**config.mk**
```make
export PLATFORM = sky130hd
export DESIGN_NAME = txss_top
export DESIGN_NICKNAME = d
export VERILOG_FILES = /design/src/txss_pkg.sv /design/src/txss_meter_timer.sv /design/src/txss_top.sv
export SDC_FILE = /design/constraint.sdc
export NUM_CORES = 1
export LEC_CHECK = 0
export ABC_AREA = 1
export BUFFER_PORTS_ARGS = -buffer_cell sky130_fd_sc_hd__buf_2
export CORE_MARGIN = 3
export CORE_UTILIZATION = 45
export CTS_CLUSTER_SIZE = 20
export DETAILED_ROUTE_END_ITERATION = 10
export HOLD_SLACK_MARGIN = 0.05
export PLACE_DENSITY = 0.66
export SLEW_MARGIN = 10
export SYNTH_ARGS = -nofsm -noshare
export SYNTH_HDL_FRONTEND = slang
export SYNTH_SLANG_ARGS = --single-unit
```
**constraint.sdc**
```tcl
create_clock -name ref_clk -period 3.91 [get_ports ref_clk]
set_input_delay 0.1955 -clock ref_clk [delete_from_list [all_inputs] [get_ports ref_clk]]
set_output_delay 0.1955 -clock ref_clk [all_outputs]
set_load 0.01 [all_outputs]
```
**src/txss_pkg.sv**
```systemverilog
`default_nettype none
package txss_pkg;

  // Register addresses on the 8-bit register port.
  localparam logic [7:0] TXSS_ADDR_METER_LO = 8'h18;
  localparam logic [7:0] TXSS_ADDR_METER_HI = 8'h19;
  localparam logic [7:0] TXSS_ADDR_TIMER_CTL = 8'h1a;
  localparam logic [7:0] TXSS_ADDR_STATUS = 8'h1b;
  localparam logic [7:0] TXSS_ADDR_MODE = 8'h0b;
  localparam logic [7:0] TXSS_ADDR_TRIM = 8'h28;
  localparam logic [7:0] TXSS_ADDR_LEVEL = 8'h29;

  // Field positions in tx_mode_control.
  localparam int TXSS_MODE_SRC_LSB = 0;
  localparam int TXSS_MODE_REMOTE_BIT = 3;
  localparam int TXSS_MODE_OFF_BIT = 4;
  localparam int TXSS_MODE_LVL_LSB = 5;

  // Field positions in the timer control register.
  localparam int TXSS_TCTL_EN_BIT = 0;
  localparam int TXSS_TCTL_CONT_BIT = 1;

  // Field positions in the status register.
  localparam int TXSS_STAT_ZERO_BIT = 0;
  localparam int TXSS_STAT_SIGN_BIT = 1;
  localparam int TXSS_STAT_MAG_BIT = 2;
  localparam int TXSS_STAT_RUN_BIT = 3;
  localparam int TXSS_STAT_PHASE_BIT = 4;

  // Reset values.
  localparam logic [7:0] TXSS_MODE_RESET = 8'h12;
  localparam logic [7:0] TXSS_LEVEL_RESET = 8'h00;
  localparam logic [7:0] TXSS_TCTL_RESET = 8'h00;
  localparam logic [15:0] TXSS_METER_RESET = 16'hffff;
  localparam logic [22:0] TXSS_LFSR_RESET = 23'h00_0000;

  // Source select codes.
  localparam logic [2:0] TXSS_SRC_PULSE = 3'h0;
  localparam logic [2:0] TXSS_SRC_LOOP_SCR = 3'h1;
  localparam logic [2:0] TXSS_SRC_DATA_RAW = 3'h2;
  localparam logic [2:0] TXSS_SRC_ONES_SCR = 3'h3;
  localparam logic [2:0] TXSS_SRC_ALT = 3'h4;
  localparam logic [2:0] TXSS_SRC_DATA_SCR = 3'h5;
  localparam logic [2:0] TXSS_SRC_DATA_2LVL = 3'h6;
  localparam logic [2:0] TXSS_SRC_ONES_2LVL = 3'h7;

  // Scrambler tap positions, counted from one.
  localparam int TXSS_LFSR_LEN = 23;
  localparam int TXSS_TAP_LOCAL = 5;
  localparam int TXSS_TAP_REMOTE = 18;

  typedef struct packed {
    logic sign;
    logic mag;
  } txss_pair_s;

  typedef struct packed {
    logic zero;
    txss_pair_s pair;
  } txss_sym_s;

endpackage
`default_nettype wire

```
**src/txss_meter_timer.sv**
```systemverilog
`timescale 1ns/1ns
`default_nettype none
module txss_meter_timer
  import txss_pkg::*;
(
  input wire logic ref_clk,
  input wire logic rst,
  input wire logic enable,
  input wire logic continuous,
  input wire logic restart,
  input wire logic [15:0] interval,
  output logic tick,
  output logic running
);

  logic [15:0] count;
  logic done;
  wire expire = running && (count == 16'h0000);
  wire [15:0] reload = (interval == 16'h0000) ? 16'h0000 : interval - 16'h0001;

  // A one-shot run stays finished until software restarts the timer.
  always_ff @(posedge ref_clk)
  begin
    if (rst || restart || !enable)
    begin
      count <= reload;
      done <= 1'b0;
      tick <= 1'b0;
    end
    else
    begin
      tick <= expire;
      if (expire)
      begin
        count <= reload;
        done <= !continuous;
      end
      else if (running)
      begin
        count <= count - 16'h0001;
      end
    end
  end

  assign running = enable && !done;

endmodule
`default_nettype wire

```
**src/txss_top.sv**
```systemverilog
// What this block does
// - Source 000 sends timer-paced isolated test pulses.
// - Source 001 scrambles and returns detector bits.
// - Source 010 sends channel bits unscrambled.
// - Source 011 sends scrambled constant ones.
// - Source 100 alternates polarity each timer interval.
// - Source 101 sends scrambled channel bits.
// - Source 110 sends channel sign, magnitude zero.
// - Source 111 scrambles ones once per symbol.
// - Sign then magnitude map to four levels.
// - Two-level modes use sign only, outer levels.
// - 23-stage scrambler, taps 5 or 18.
// - Scrambler steps once or twice per symbol.
// - Output-off bit forces zero symbol.
// - Zero level only in pulse or off.
// - Pulse is one nonzero symbol between zeros.
// - Converter levels scaled by level register.
// - Timer interval is sixteen bits, two registers.
//
// Decided for this implementation: the strobed register port.
`timescale 1ns/1ns
`default_nettype none
module txss_top
  import txss_pkg::*;
(
  input wire logic ref_clk,
  input wire logic rst,
  input wire logic [7:0] reg_addr,
  input wire logic [7:0] reg_wdata,
  input wire logic reg_wr,
  input wire logic reg_rd,
  output logic [7:0] reg_rdata,
  input wire txss_pair_s cu_pair,
  input wire txss_pair_s det_pair,
  input wire logic [7:0] factory_trim_pin,
  output txss_sym_s dac_symbol,
  output logic [7:0] dac_level,
  output logic signed [11:0] dac_sample
);

  // One ref_clk cycle is one transmitted symbol.

  // One scrambler step: returns the next state over the output bit.
  function automatic logic [23:0] scr_step(
    input logic [22:0] st,
    input logic in_bit,
    input logic remote
  );
    logic fb;
    logic out_bit;
    fb = st[TXSS_LFSR_LEN - 1] ^
      (remote ? st[TXSS_TAP_REMOTE - 1] : st[TXSS_TAP_LOCAL - 1]);
    out_bit = in_bit ^ fb;
    scr_step = {st[21:0], out_bit, out_bit};
  endfunction

  // Normalised line level of a symbol: +3, +1, -1, -3 or zero.
  function automatic logic signed [2:0] sym_value(input txss_sym_s s);
    logic signed [2:0] v;
    v = 3'sd0;
    if (!s.zero)
    begin
      unique case ({s.pair.sign, s.pair.mag})
        2'b00: v = -3'sd3;
        2'b01: v = -3'sd1;
        2'b11: v = 3'sd1;
        2'b10: v = 3'sd3;
      endcase
    end
    sym_value = v;
  endfunction

  // A strobe that lands on one register address.
  function automatic logic reg_hit(
    input logic strobe,
    input logic [7:0] addr,
    input logic [7:0] target
  );
    reg_hit = strobe && (addr == target);
  endfunction

  logic [7:0] tx_mode_control;
  logic [7:0] dac_level_adjust;
  logic [7:0] timer_ctl;
  logic [15:0] meter_interval;
  logic [7:0] trim_meta;
  logic [7:0] factory_level_trim;
  logic [7:0] act_mode;
  logic [22:0] lfsr;
  logic alt_phase;
  txss_sym_s last_sym;

  wire timer_tick;
  wire timer_running;

  // Write decode.
  wire wr_mode = reg_hit(reg_wr, reg_addr, TXSS_ADDR_MODE);
  wire wr_level = reg_hit(reg_wr, reg_addr, TXSS_ADDR_LEVEL);
  wire wr_meter_lo = reg_hit(reg_wr, reg_addr, TXSS_ADDR_METER_LO);
  wire wr_meter_hi = reg_hit(reg_wr, reg_addr, TXSS_ADDR_METER_HI);
  wire wr_tctl = reg_hit(reg_wr, reg_addr, TXSS_ADDR_TIMER_CTL);
  wire timer_restart = wr_meter_lo || wr_meter_hi || wr_tctl;

  // Mode fields as seen by the symbol path, taken from the snapshot.
  wire [2:0] src = act_mode[TXSS_MODE_SRC_LSB +: 3];
  wire remote = act_mode[TXSS_MODE_REMOTE_BIT];
  wire tx_off = act_mode[TXSS_MODE_OFF_BIT];
  wire [1:0] lvl = act_mode[TXSS_MODE_LVL_LSB +: 2];
  wire txss_pair_s lvl_pair = '{sign: lvl[1], mag: lvl[0]};

  // Input bit pair for the scrambler and the direct paths.
  wire use_det = (src == TXSS_SRC_LOOP_SCR);
  wire use_ones = (src == TXSS_SRC_ONES_SCR) ||
    (src == TXSS_SRC_ONES_2LVL);
  wire txss_pair_s in_pair = use_ones ? txss_pair_s'(2'b11) :
    (use_det ? det_pair : cu_pair);

  // Two chained steps: sign bit first, then magnitude bit.
  wire [23:0] step_a = scr_step(lfsr, in_pair.sign, remote);
  wire [23:0] step_b = scr_step(step_a[23:1], in_pair.mag, remote);

  wire four_scr = (src == TXSS_SRC_LOOP_SCR) ||
    (src == TXSS_SRC_ONES_SCR) || (src == TXSS_SRC_DATA_SCR);
  wire two_scr = (src == TXSS_SRC_ONES_2LVL);

  // The scrambler holds still in modes that do not use it.
  wire [22:0] next_lfsr = four_scr ? step_b[23:1] :
    (two_scr ? step_a[23:1] : lfsr);

  // Pulse mode refuses a pulse right after a nonzero symbol, so a
  // short timer interval can never merge two pulses.
  wire pulse_fire = timer_tick && last_sym.zero;

  wire next_alt_phase = (src == TXSS_SRC_ALT) ?
    (alt_phase ^ timer_tick) : 1'b0;

  txss_sym_s src_sym;
  always_comb
  begin
    src_sym = '{zero: 1'b0, pair: in_pair};
    unique case (src)
      TXSS_SRC_PULSE:
      begin
        src_sym.zero = !pulse_fire;
        src_sym.pair = lvl_pair;
      end
      TXSS_SRC_LOOP_SCR, TXSS_SRC_ONES_SCR, TXSS_SRC_DATA_SCR:
      begin
        src_sym.pair.sign = step_a[0];
        src_sym.pair.mag = step_b[0];
      end
      TXSS_SRC_DATA_RAW:
      begin
        src_sym.pair = cu_pair;
      end
      TXSS_SRC_ALT:
      begin
        // Flipping only the sign bit negates the level.
        src_sym.pair.sign = lvl_pair.sign ^ alt_phase;
        src_sym.pair.mag = lvl_pair.mag;
      end
      TXSS_SRC_DATA_2LVL:
      begin
        src_sym.pair.sign = cu_pair.sign;
        src_sym.pair.mag = 1'b0;
      end
      TXSS_SRC_ONES_2LVL:
      begin
        src_sym.pair.sign = step_a[0];
        src_sym.pair.mag = 1'b0;
      end
    endcase
  end

  wire txss_sym_s next_sym = tx_off ?
    '{zero: 1'b1, pair: 2'b00} : src_sym;

  // The level word is applied to the sample of the same symbol.
  // Both factors are widened to the sample width first, so the
  // product of a 3-bit level and an 8-bit gain cannot wrap.
  wire signed [2:0] sym_val = sym_value(next_sym);
  wire signed [11:0] sym_val_wide = {{9{sym_val[2]}}, sym_val};
  wire signed [11:0] gain_wide = {4'h0, dac_level_adjust};
  wire signed [11:0] next_sample = sym_val_wide * gain_wide;

  // Read decode.
  wire [7:0] status_word = {3'b000, alt_phase, timer_running,
    last_sym.pair.mag, last_sym.pair.sign, last_sym.zero};
  logic [7:0] next_rdata;
  always_comb
  begin
    next_rdata = 8'h00;
    if (reg_rd)
    begin
      unique case (reg_addr)
        TXSS_ADDR_MODE: next_rdata = tx_mode_control;
        TXSS_ADDR_TRIM: next_rdata = factory_level_trim;
        TXSS_ADDR_LEVEL: next_rdata = dac_level_adjust;
        TXSS_ADDR_METER_LO: next_rdata = meter_interval[7:0];
        TXSS_ADDR_METER_HI: next_rdata = meter_interval[15:8];
        TXSS_ADDR_TIMER_CTL: next_rdata = timer_ctl;
        TXSS_ADDR_STATUS: next_rdata = status_word;
        default: next_rdata = 8'h00;
      endcase
    end
  end

  // Each register has its own short process; the writes are decoded
  // above, so a block only chooses between reset, write and hold.
  always_ff @(posedge ref_clk)
  begin
    if (rst)
    begin
      tx_mode_control <= TXSS_MODE_RESET;
    end
    else if (wr_mode)
    begin
      tx_mode_control <= reg_wdata;
    end
  end

  always_ff @(posedge ref_clk)
  begin
    if (rst)
    begin
      dac_level_adjust <= TXSS_LEVEL_RESET;
    end
    else if (wr_level)
    begin
      dac_level_adjust <= reg_wdata;
    end
  end

  always_ff @(posedge ref_clk)
  begin
    if (rst)
    begin
      timer_ctl <= TXSS_TCTL_RESET;
    end
    else if (wr_tctl)
    begin
      timer_ctl <= reg_wdata;
    end
  end

  // Writing either half restarts the timer, but the restart reloads the interval held
  // before that write; the new value is used from the next reload on.
  always_ff @(posedge ref_clk)
  begin
    if (rst)
    begin
      meter_interval <= TXSS_METER_RESET;
    end
    else
    begin
      if (wr_meter_lo)
      begin
        meter_interval[7:0] <= reg_wdata;
      end
      if (wr_meter_hi)
      begin
        meter_interval[15:8] <= reg_wdata;
      end
    end
  end

  // Read data stand for one cycle after the strobe, zero otherwise.
  always_ff @(posedge ref_clk)
  begin
    if (rst)
    begin
      reg_rdata <= 8'h00;
    end
    else
    begin
      reg_rdata <= next_rdata;
    end
  end

  // The trim value is a static pin word, but still crosses two stages.
  always_ff @(posedge ref_clk)
  begin
    if (rst)
    begin
      trim_meta <= 8'h00;
      factory_level_trim <= 8'h00;
    end
    else
    begin
      trim_meta <= factory_trim_pin;
      factory_level_trim <= trim_meta;
    end
  end

  // Symbol path. The mode snapshot is taken once per symbol, so the
  // bits of one symbol always come from one source selection.
  always_ff @(posedge ref_clk)
  begin
    if (rst)
    begin
      act_mode <= TXSS_MODE_RESET;
      lfsr <= TXSS_LFSR_RESET;
      alt_phase <= 1'b0;
      last_sym <= '{zero: 1'b1, pair: 2'b00};
    end
    else
    begin
      act_mode <= tx_mode_control;
      lfsr <= next_lfsr;
      alt_phase <= next_alt_phase;
      last_sym <= next_sym;
    end
  end

  // Converter outputs; symbol and sample leave on the same edge.
  always_ff @(posedge ref_clk)
  begin
    if (rst)
    begin
      dac_symbol <= '{zero: 1'b1, pair: 2'b00};
      dac_level <= TXSS_LEVEL_RESET;
      dac_sample <= 12'sd0;
    end
    else
    begin
      dac_symbol <= next_sym;
      dac_level <= dac_level_adjust;
      dac_sample <= next_sample;
    end
  end

  // Timer paces pulse repetition and the alternating half period.
  txss_meter_timer u_timer (
    .ref_clk(ref_clk),
    .rst(rst),
    .enable(timer_ctl[TXSS_TCTL_EN_BIT]),
    .continuous(timer_ctl[TXSS_TCTL_CONT_BIT]),
    .restart(timer_restart),
    .interval(meter_interval),
    .tick(timer_tick),
    .running(timer_running)
  );

endmodule
`default_nettype wire

```
After elaboration in Yosys (flattened, before gate mapping):

Cells that the tools add are included.

* bits in registers: 136
* input bits: 32
* word-level logic and storage cells: 91

* add/subtract/negate cells: 2
* multipliers: 1
* eq/ne operators: 17
* mux-type cells: 16
* bitwise operators: 8
* reduce and logical (&&, ||, !) cells: 28

Operators by type and width (number)
* 16-bit two-way mux: 4
* 8-bit one-hot mux with 7 select lines: 1
* 23-bit two-way mux: 2
* 8-bit by 5-bit == test with 1-bit output, second input constant: 4
* 16-bit zero test: 2
* 16-bit by 1-bit subtractor with 16-bit output, second input constant: 2
* 8-bit by 6-bit == test with 1-bit output, second input constant: 2
* 3-bit == test, second input constant: 4
* 3-bit by 9-bit multiplier with 12-bit output: 1
* 2-bit one-hot mux with 6 select lines: 1
* 3-bit one-hot mux with 4 select lines: 1
* 8-bit by 4-bit == test with 1-bit output, second input constant: 1
* 1-bit logical AND: 8
* 1-bit logical OR: 7
* 3-bit by 2-bit == test with 1-bit output, second input constant: 2
* 3-bit two-way mux: 2
* 1-bit bitwise XOR: 6
* 2-bit == test, second input constant: 2
* 1-bit zero test: 4
* 2-bit two-way mux: 2
* 2-bit OR reduction: 2
* 3-bit by 1-bit == test with 1-bit output, second input constant: 1
* 3-bit zero test: 1
* 1-bit two-way mux: 3
* 6 further kinds: 7

Logic depth before layout (Yosys ltp):

Gate-level depths: netlist of the first run.

* word-level depth: 10
* mapped depth: 27
* depth with buffers taken out: 27

Modules after synthesis:

A second synthesis of the first run with hierarchy kept.

* cell total of the unflattened synthesis: 951
* area total of the unflattened synthesis: 7070.5 µm²

By module, submodules not included
* txss_top: times used 1, cells an instance 711, area an instance 5397.7 µm², sequential area each 2362.3 µm²
* txss_meter_timer: times used 1, cells an instance 240, area an instance 1672.9 µm², sequential area each 520.5 µm²

Least setup slack after synthesis of the first run:

OpenSTA, ideal clock, no wires.

* path kind: register to register
* start: register act_mode[1]
* end: register dac_sample[11]
* data arrival time: 3530 ps
* data required time: 3795 ps
* setup slack: 265 ps
* stages on the path, launching flop included: 22
* clock period less this slack: 3645 ps
* cells stage by stage: dfxtp_1 > buf_2 > nand2_2 > nand2_1 > inv_2 > nand3_1 > nand3_1 > nand2_1 > ha_1 > o21ai_2 > nor2_1 > fa_1 > ha_1 > ha_1 > inv_1 > fa_1 > inv_1 > nand3_1 > nand3_1 > nand2_1 > a21oi_1 > nor2_1

* word-level cells in the longest chain between the ends: 10
* elaborated cells between the ends (all ways): 24
* those cells by class: mul: 1; eq/ne: 10; mux: 7; bitwise: 2; reduce/logical: 4

Ends and longest elaborated chain
* start, declared: line txss_top.sv:88 `logic [7:0] act_mode;`
* start signal, assigned: line txss_top.sv:308 `act_mode <= tx_mode_control;`
* 3-bit by 1-bit == test with 1-bit output, or another cell as far along: line txss_top.sv:112, txss_top.sv:141
* 2-bit two-way mux / 1-bit logical OR (equally long branches): line txss_top.sv:116, txss_top.sv:113
* 2-bit two-way mux: line txss_top.sv:115 `wire txss_pair_s in_pair = use_ones ? txss_pair_s'(2'b11) :`
* 1-bit bitwise XOR: line txss_top.sv:53 `out_bit = in_bit ^ fb;`
* 2-bit one-hot mux with 6 select lines: line txss_top.sv:141 `unique case (src)`
* 3-bit two-way mux (*): line txss_top.sv:175 `wire txss_sym_s next_sym = tx_off ?`
* 2-bit == test, or another cell as far along: line txss_top.sv:63 `unique case ({s.pair.sign, s.pair.mag})`
* 3-bit one-hot mux with 4 select lines: line txss_top.sv:63
* 3-bit two-way mux (*): line txss_top.sv:61 `if (!s.zero)`
* 3-bit by 9-bit multiplier with 12-bit output (*): line txss_top.sv:184 `wire signed [11:0] next_sample = sym_val_wide * gain_wide;`
* end signal, assigned: line txss_top.sv:328 `dac_sample <= next_sample;`
* end, declared: line txss_top.sv:38 `output logic signed [11:0] dac_sample`

Mark *: on every way between the ends. The rest lies on a longest branch, timed or not. The select of a mux whose other input is x is not followed.
A chain may end at the register's enable or synchronous reset.

==> metrics.yaml, run 1 <==
instances_no_fill: 1278
initial_utilization: 0.461
vdd_drop_max_v: 0.000303
final_core_util: 0.547
grt_pass1_wl_mm: 28.5
final_cell_area_sq_um: 8350
finalClockSkew_ps: 11.3
drive_above_1_share: 0.159
clk_pin_slew_ps: 60
grt-busiest-layer: "met2"
grt_max_degree: 72
ff2ff_setup_slack_ps: 220
synthTopCellsByArea: "dfxtp_1, nand2_1, nor2_1"
arrival_ps: 4010
grt_usage: 0.210
power_leakage_nw: 3.72
grt_antenna_before_repair: 0
synth_area_per_cell_sq_um: 7.20
outcome: "finished, final reports clean"
cp_max_fo: 5
r2r_cells: 25
route.detailed.drc: 0
grt_overflow_total: 0
placed_cell_area_sq_um: 7550
hold_viol: 0
timing.fmax_mhz: 271
firstDrtPassIters: 5
setup_tns_ps: 0
ys_seq_elements: 136
min_period_ps: 3690
clk-insertion-delay-late_ps: 420
ant_nets: 0
fp.dieW_um: 131
synth_area_sq_um: 7030
clockBufferDepth: 2
grt_use_met2: 0.320
synth_top_area_share: 0.342
power_switching_mw: 0.694
critical_path_class: "reg2reg"
ys_seq_area_frac: 0.410
final_nets: 1115
place_congestion: 0.907
cts.htree.levels: 4
root_buffer: "clkbuf_16"
crit_path_end: "dac_sample[11]"
synthesis.nets: 1038
slew_headroom: 0.496
worst_pin_slew_ps: 757
place.port_buffers: 62
synthDistinctLibCells: 41
hold_path_class: "in2reg"
ioPinCount: 63
layout_commonest_cell: "nand2_1"
vias_per_cell: 4.96
syn_inst: 977
post-place-cells: 1233
cellPowerDensity_nw_per_um2: 370
cp-end-kind: "register"
maxSlewViolCount: 0
die-area_sq_um: 17200
cp_data_required_time_ps: 4230
vias: 6339
p_clk_frac: 0.508
worstReg2RegStart: "act_mode[3]"
swShare: 0.225
power_frac_comb: 0.032
dpl.hpwl_mm: 13.0
drt_iter0_markers: 488
setup_viol: 0
seqPwrFrac: 0.460
cts_buffers: 17
fp.dieH_um: 131
fillers: 1468
post-route-period-util: 0.944
startpoint: "act_mode[3]"
clock_sinks: 136
holdWs_ps: 106
coreArea_sq_um: 15300
grt_pass1_vias: 5831
yosysWarnings: 0
cts_tree: "done"
area_growth_pct: 18.7
final_cell_mix: "nand2_1, nor2_1, inv_1"
synth_area_leader_cell: "dfxtp_1"
max_cap_viol_count: 0
wl_per_cell_um: 13.9
met1_usage: 0.298
diodes: 0
power.internal_mw: 2.40
met3_usage: 0.0362
wl_mm: 17.7
reg2reg_to: "dac_sample[11]"
rows: 45
start_kind: "register"
how the worst min path moves through the flow:
stage                        start                     to  slack (ps)  cells after the start
6_report              reg_wdata[6]           timer_ctl[6]         110                      3
5_1_grt               reg_wdata[6]     meter_interval[14]         100                      3
4_1_cts               reg_wdata[6]           timer_ctl[6]          90                      3
3_5_place_dp          trim_meta[0]  factory_level_trim[0]         390                      2
3_3_place_gp          trim_meta[4]  factory_level_trim[4]         390                      2
2_1_floorplan  factory_trim_pin[0]           trim_meta[0]         300                      2
layout make-up:
class / instances / area, sq um / share of cell area
Clock inverter: 13 / 148 / 0.0177
Timing Repair Buffer: 86 / 510 / 0.0611
Tap cell: 211 / 264 / 0.0316
Multi-Input combinational cell: 676 / 3590 / 0.430
Clock buffer: 19 / 433 / 0.0519
Sequential cell: 136 / 2890 / 0.346
Inverter: 137 / 514 / 0.0616
cells in the mapped netlist (all sizes together):
| cell type | count |
|---|---|
| a21boi | 1 |
| a21oi | 74 |
| a221oi | 6 |
| a31o | 1 |
| a31oi | 4 |
| buf | 14 |
| clkbuf | 14 |
| clkinv | 3 |
| dfxtp | 120 |
| edfxtp | 16 |
| fa | 8 |
| ha | 21 |
| inv | 134 |
| nand2 | 214 |
| nand3 | 67 |
| nand3b | 2 |
| nand4 | 9 |
| nor2 | 154 |
| nor3 | 15 |
| nor3b | 2 |
| nor4 | 2 |
| o211ai | 5 |
| o21ai | 59 |
| o21bai | 1 |
| o221ai | 3 |
| o22ai | 8 |
| o31ai | 1 |
| or2 | 1 |
| xnor2 | 8 |
| xor2 | 10 |
flip-flops by register name (all words and copies together) (netlist names):
register / cells
factory_level_trim: 8
tx_mode_control: 8
dac_level_adjust: 8
timer_ctl: 8
reg_rdata: 8
meter_interval: 16
dac_level: 8
dac_symbol: 3
u_timer.count: 16
lfsr: 23
u_timer.done: 1
act_mode: 7
dac_sample: 12
u_timer.tick: 1
alt_phase: 1
trim_meta: 8
power groups by stage:
stage               logic [mW]  clock network (mW)  registers, mW
finish                   0.100                1.57           1.42
floorplan               0.0522                   0           1.45
detailed placement      0.0933                   0           1.45
global route             0.112                1.65           1.42
global placement        0.0926                   0           1.45
CTS                     0.0998                1.60           1.42
metrics by stage:
step	setup slack, ps	total power [mW]
finish	221	3.09
global route	-41.5	3.19
detailed placement	-35.7	1.55
floorplan	265	1.50
CTS	25.0	3.12
global placement	19.2	1.54
critical path, cell delays in order (launching register included):
cell and delay (ps):
dfxtp_2 350, inv_1 90, nand2_1 90, nand3_1 80
nand2_1 70, nand3_1 80, nand3_1 100, nand3_1 110
nand2_2 130, inv_1 80, ha_4 220, nor2_2 150
nand2_1 90, fa_1 500, inv_1 50, fa_1 400
ha_2 200, inv_1 70, fa_2 210, inv_1 60
nand3_1 80, nand3_2 110, nand2_2 90, nand3_1 70
nand2_1 70, nor2_1 40
routing by layer:
metal  vias up  share of wire
met4         0          0.020
li1       3305              -
met3        25          0.044
met1      2860           0.49
met2       149           0.45
met5         -              0
logic make-up after synthesis:
group                      share of synthesized area
AOI/OAI and AO/OA                              0.127
xor gates and xnor gates                      0.0224
adders and majority gates                     0.0601
buffers and inverters                         0.0932
DFF                                            0.410
and+or+nand+nor                                0.287
what timing repair did:
item                       in CTS  in global routing
hold endpoints to repair        8                  0
buffers inserted                0                  5
hold buffers                    8                  0
gates resized for setup         1                 25
pin swaps                       0                  3
setup endpoints to repair       2                  8
Note: power is estimated with default switching activity, not from simulation.
==> run 2, diff against run 1 <==
Settings changed: ABC_AREA 1 to unset.
==> run 2 against run 1 <==
The flow now finishes with violations (negative setup slack). Worst hold slack got worse by 42 ps. Combinational power rose by 11%. First-iteration DRC count rose by 17%. Non-clock buffer count rose by 28. Sequential share of layout area fell by 0.34 points. Power rose by 1.5%.
==> metrics.yaml, run 2 <==
fp.dieW_um: 129  # was 131 um
worst_pin_slew_ps: 964  # was 757 ps
grt_max_degree: 98  # was 72
placed_cell_area_sq_um: 7500  # was 7550 sq um
start_kind: "register"  # unchanged
place_congestion: 0.796  # was 0.907
violations: "negative setup slack"
r2r_cells: 19  # was 25
grt_usage: 0.208  # was 0.210
wl_per_cell_um: 16.5  # was 13.9 um
route.detailed.drc: 0  # unchanged
vias: 5811  # was 6339
diodes: 0  # unchanged
grt_overflow_total: 0  # unchanged
p_total_mw: 3.14  # was 3.09 mW
final_nets: 903  # was 1115
slew_headroom: 0.353  # was 0.496
cts.htree.levels: 4  # unchanged
final_cell_mix: "dfxtp_1, nor2_1, nand2_1"  # was nand2_1, nor2_1, inv_1
largest_register_ffs: 23  # unchanged
instances_no_fill: 1039  # was 1278
synth_ff_type: "dfxtp_1"  # unchanged
top_regs: "lfsr: 23 flops, meter_interval: 16 flops, u_timer.count: 16 flops"  # unchanged
fin_ws_ps: -392  # was 221 ps
syn_inst: 754  # was 977
ys_seq_area_frac: 0.422  # was 0.410
synthesis.nets: 815  # was 1038
timing.fmax_mhz: 232  # was 271 MHz
synth.most_common_cell: "dfxtp_1"  # was nand2_1
cellPowerDensity_nw_per_um2: 372  # was 370 nW/um^2
place.port_buffers: 62  # unchanged
cts_tree: "done"  # unchanged
hold_viol: 0  # unchanged
clk-insertion-delay-late_ps: 420  # about the same
pre_cts_slack_ps: -348  # was -35.7 ps
holdPathEnd: "dac_level_adjust[4]"  # was timer_ctl[6]
grt_antenna_before_repair: 0  # unchanged
vdd_drop_max_v: 0.000299  # was 0.000303 V
dpl.hpwl_mm: 11.7  # was 13.0 mm
setup_tns_ps: -1570  # was 0 ps
drt_iter0_markers: 570  # was 488
grt_pass1_wl_mm: 27.4  # was 28.5 mm
finalClockSkew_ps: 7.59  # was 11.3 ps
arrival_ps: 4610  # was 4010 ps
coreArea_sq_um: 14700  # was 15300 sq um
synth_common_cells: "dfxtp_1, nor2_1, nand2_1"  # was nand2_1, nor2_1, inv_1
hold_path_class: "in2reg"  # unchanged
initial_utilization: 0.465  # was 0.461
holdWs_ps: 64.1  # was 106 ps
die-area_sq_um: 16700  # was 17200 sq um
root_buffer: "clkbuf_16"  # unchanged
wl_mm: 17.2  # was 17.7 mm
synth_area_per_cell_sq_um: 9.07  # was 7.20 sq um
reg2reg_to: "dac_sample[11]"  # unchanged
ioPinCount: 63  # unchanged
area_growth_pct: 23.2  # was 18.7%
post-route-period-util: 1.10  # was 0.944
clk_pin_slew_ps: 60  # about the same
clockBufferDepth: 2  # unchanged
firstDrtPassIters: 6  # was 5
post-place-cells: 988  # was 1233
max_cap_viol_count: 0  # unchanged
min_period_ps: 4300  # was 3690 ps
ant_nets: 0  # unchanged
final_cell_area_sq_um: 8420  # was 8350 sq um
synth_top_area_share: 0.351  # was 0.342
cp_max_fo: 5  # unchanged
setup_viol: 6  # was 0
synth_area_sq_um: 6840  # was 7030 sq um
cp-end-kind: "register"  # unchanged
synth-edff-count: 16  # unchanged
grt_pass1_vias: 5455  # was 5831
top_register: "lfsr"  # unchanged
rsz0062_at_grt: "yes"
fp.dieH_um: 129  # was 131 um
worstHoldStart: "reg_wdata[4]"  # was reg_wdata[6]
final_core_util: 0.573  # was 0.547
async_reset_ff_frac: 0  # unchanged
layout_commonest_cell: "dfxtp_1"  # was nand2_1
maxSlewViolCount: 0  # unchanged
synthTopCellsByArea: "dfxtp_1, edfxtp_1, nor2_1"  # was dfxtp_1, nand2_1, nor2_1
yosysWarnings: 0  # unchanged
power_leakage_nw: 3.31  # was 3.72 nW
rows: 44  # was 45
critical_path_class: "reg2reg"  # unchanged
outcome: "finished, violations left"  # was finished, final reports clean
cts_buffers: 17  # unchanged
drive_above_1_share: 0.235  # was 0.159
vias_per_cell: 5.59  # was 4.96
worstReg2RegStart: "act_mode[3]"  # unchanged
synth_area_leader_cell: "dfxtp_1"  # unchanged
synthDistinctLibCells: 68  # was 41
cp_data_required_time_ps: 4220  # was 4230 ps
clock_sinks: 136  # unchanged
ff2ff_setup_slack_ps: -390  # was 220 ps
ys_seq_elements: 136  # unchanged
hold_depth: 3  # unchanged
run 2: worst max-delay path, cell delays in order, from the launching register on:
cell	delay [ps]
dfxtp_2	340
mux2i_1	210
xor2_1	260
xnor2_2	140
a31oi_4	250
nor2_2	70
ha_4	250
nor3_4	250
buf_4	160
buf_6	100
and2_4	140
fa_1	440
ha_4	290
inv_1	50
fa_2	390
nor2b_2	160
o21ai_2	90
a21boi_2	180
o31ai_2	100
mux2_4	290
run 2: power breakdown:
group	total, mW	switching, mW	leakage [nW]	internal (mW)
Sequential	1.42	0.00345	1.10	1.42
Clock	1.61	0.655	0.292	0.950
Combinational	0.111	0.0676	1.92	0.0437
run 2: worst max path at each step:
stage / slack, ps / startpoint / end / cells after the start
after floorplan: -170 / act_mode[1] / dac_sample[11] / 20
after global routing: -620 / act_mode[3] / dac_sample[11] / 19
after CTS: -270 / act_mode[3] / dac_sample[11] / 18
after detailed placement: -350 / act_mode[3] / dac_sample[11] / 19
final: -390 / act_mode[3] / dac_sample[11] / 19
after global placement: -230 / act_mode[3] / dac_sample[11] / 19
run 2: kinds of logic (layout without fill, tap and decap cells):
group,after synthesis,count (layout),share of synthesized area
simple gates,323,323,0.241
flops,136,136,0.422
compound gates,132,132,0.142
buf+inv,71,172,0.0421
mux,39,39,0.0606
fa+ha+maj,29,29,0.0619
xor+xnor,24,24,0.0308
run 2: area by class of cell:
cell class | count | area [sq um]
timing repair buffer | 114 | 734
tap | 184 | 230
fill | 1237 | 6270
clock inverter | 12 | 128
inverter | 26 | 97.6
sequential | 136 | 2890
clock buffer | 20 | 468
multi-input combinational | 547 | 3880
run 2: repair_timing:
| action | 4_1_cts | 5_1_grt |
|---|---|---|
| hold buffers | 8 | 0 |
| resized for setup | 10 | 22 |
| endpoints found under the setup margin | 6 | 7 |
| setup buffers | 5 | 6 |
| pin swaps | 11 | 25 |
| hold endpoints to repair | 8 | 0 |
run 2: metal layers:
layer,global-route usage,share of wire
met5,0,0
met4,0.0791,0.023
met3,0.0462,0.046
met2,0.336,0.48
met1,0.274,0.45
==> run 3, diff against run 2 <==
Settings changed: CTS_BUF_LIST set to sky130_fd_sc_hd__clkbuf_2 sky130_fd_sc_hd__clkbuf_4 sky130_fd_sc_hd__clkbuf_8.
==> run 3 against run 2 <==
Die area did not move. Wire length is 2.4% lower. Final cell count grew 0.48%. Critical path type unchanged. Sequential share of layout area up 0.44 points. The flow still finishes with violations (negative setup slack). Maximum frequency down 0.71%. Non-clock buffer count increased by 5. Final area shrank 1.3%. Critical path depth stayed put. Global-route usage decreased by 0.48 points. Combinational power increased by 4%.
==> metrics.yaml, run 3 (same netlist as run 2, synthesis figures left out) <==
rsz0062_at_grt: "yes"  # unchanged
critical_path_class: "reg2reg"  # unchanged
rows: 44  # unchanged
slew_headroom: 0.363  # was 0.353
cp_data_required_time_ps: 4250  # was 4220 ps
grt_pass1_wl_mm: 27.0  # was 27.4 mm
final_cell_mix: "dfxtp_1, nor2_1, nand2_1"  # unchanged
worst_pin_slew_ps: 955  # was 964 ps
cts_tree: "done"  # unchanged
vias: 5778  # was 5811
clockBufferDepth: 2  # unchanged
clk_pin_slew_ps: 80  # was 60 ps
grt_antenna_before_repair: 0  # unchanged
outcome: "finished, violations left"  # unchanged
fin_ws_ps: -423  # was -392 ps
clock_sinks: 136  # unchanged
start_kind: "register"  # unchanged
cts.htree.levels: 4  # unchanged
hold_viol: 0  # unchanged
place_congestion: 0.796  # unchanged
fillers: 1256  # was 1237
top_register: "lfsr"  # unchanged
initial_utilization: 0.465  # unchanged
drive_above_1_share: 0.234  # was 0.235
post-place-cells: 988  # unchanged
route.detailed.drc: 0  # unchanged
largest_register_ffs: 23  # unchanged
wl_mm: 16.8  # was 17.2 mm
clk-insertion-delay-late_ps: 450  # was 420 ps
pre_cts_slack_ps: -348  # unchanged
drt_iter0_markers: 473  # was 570
area_growth_pct: 21.7  # was 23.2%
post-route-period-util: 1.11  # was 1.10
max_cap_viol_count: 0  # unchanged
fp.dieW_um: 129  # unchanged
cp_max_fo: 5  # unchanged
timing.fmax_mhz: 231  # was 232 MHz
top_regs: "lfsr: 23 flops, meter_interval: 16 flops, u_timer.count: 16 flops"  # unchanged
power_leakage_nw: 3.23  # was 3.31 nW
cellPowerDensity_nw_per_um2: 330  # was 372 nW/um^2
hold_path_class: "in2reg"  # unchanged
diodes: 0  # unchanged
cts_buffers: 17  # unchanged
instances_no_fill: 1044  # was 1039
dpl.hpwl_mm: 11.7  # unchanged
firstDrtPassIters: 5  # was 6
root_buffer: "clkbuf_8"  # was clkbuf_16
grt_usage: 0.203  # was 0.208
setup_viol: 6  # unchanged
finalClockSkew_ps: 11.5  # was 7.59 ps
vdd_drop_max_v: 0.000247  # was 0.000299 V
cp-end-kind: "register"  # unchanged
grt_pass1_vias: 5392  # was 5455
min_period_ps: 4330  # was 4300 ps
grt_overflow_total: 0  # unchanged
coreArea_sq_um: 14700  # unchanged
ioPinCount: 63  # unchanged
layout_commonest_cell: "dfxtp_1"  # unchanged
violations: "negative setup slack"  # unchanged
ant_nets: 0  # unchanged
maxSlewViolCount: 0  # unchanged
final_nets: 908  # was 903
wl_per_cell_um: 16.1  # was 16.5 um
arrival_ps: 4670  # was 4610 ps
place.port_buffers: 62  # unchanged
die-area_sq_um: 16700  # unchanged
fp.dieH_um: 129  # unchanged
grt_max_degree: 98  # unchanged
vias_per_cell: 5.53  # was 5.59
-- run 3: cell types whose count changed in the layout (fill, tap and decap cells not counted), moves of 4 or more --
cell / previous run / this run
buf_4: 42 / 38
clkbuf_16: 18 / 0
clkbuf_8: 1 / 18
dlygate4sd3_1: 8 / 16
-- run 3: final cells by class --
cell class | instances | area (sq um) | area share
inverter | 26 | 97.6 | 0.0117
sequential | 136 | 2890 | 0.348
tap | 184 | 230 | 0.0277
timing repair buffer | 119 | 796 | 0.0957
clock inverter | 13 | 158 | 0.0190
clock buffer | 19 | 255 | 0.0307
multi-input combinational | 547 | 3890 | 0.468
-- run 3: timing repair --
item                       CTS  global route
hold buffers                16             0
hold endpoints to repair    24             0
pin swaps                    9            27
setup endpoints to repair    6             7
gates resized for setup      7            27
setup buffers                2             6
-- run 3: worst paths after layout --
kind	from	endpoint	slack (ps)	depth (start not counted)
setup reg to reg	act_mode[3]	dac_sample[11]	-420	19
hold / removal	rst	lfsr[8]	110	2
hold reg to reg	trim_meta[4]	factory_level_trim[4]	440	1
setup / recovery	act_mode[3]	dac_sample[11]	-420	19
-- run 3: layer usage --
metal	up-vias	GRT usage	wire [um]
met5	-	0	0
met3	24	0.0396	780
met1	2754	0.272	7680
li1	2841	-	-
met2	159	0.326	7940
met4	0	0.0784	362
-- run 3: power breakdown --
group / total [mW] / switching [mW] / internal, mW
Clock: 1.21 / 0.601 / 0.611
Sequential: 1.42 / 0.00342 / 1.41
Combinational: 0.115 / 0.0666 / 0.0482
-- run 3: metrics by stage --
| stage | setup TNS, ps | utilization | hold WS [ps] | instance area (sq um) | total power [mW] |
|---|---|---|---|---|---|
| after floorplan | -170 | - | 324 | 6920 | 1.51 |
| after global placement | -675 | 0.510 | 405 | 7500 | 1.55 |
| after detailed placement | -1110 | 0.510 | 414 | 7500 | 1.55 |
| after CTS | -1090 | 0.552 | 64.8 | 8120 | 2.76 |
| after global routing | -2950 | 0.566 | 94.4 | 8320 | 2.84 |
| final | -1470 | 0.566 | 107 | 8320 | 2.75 |
-- run 3: worst max-delay path: stages (launching register included) --
cell,delay [ps]
dfxtp_2,350
mux2i_1,210
xor2_1,270
xnor2_2,190
a31oi_4,150
nor2_2,150
ha_4,230
nor3_4,240
buf_4,160
buf_6,100
and2_4,140
fa_1,450
ha_4,310
inv_1,60
fa_2,390
nor2b_2,160
o21ai_2,100
a21boi_2,180
o31ai_2,100
mux2_4,290
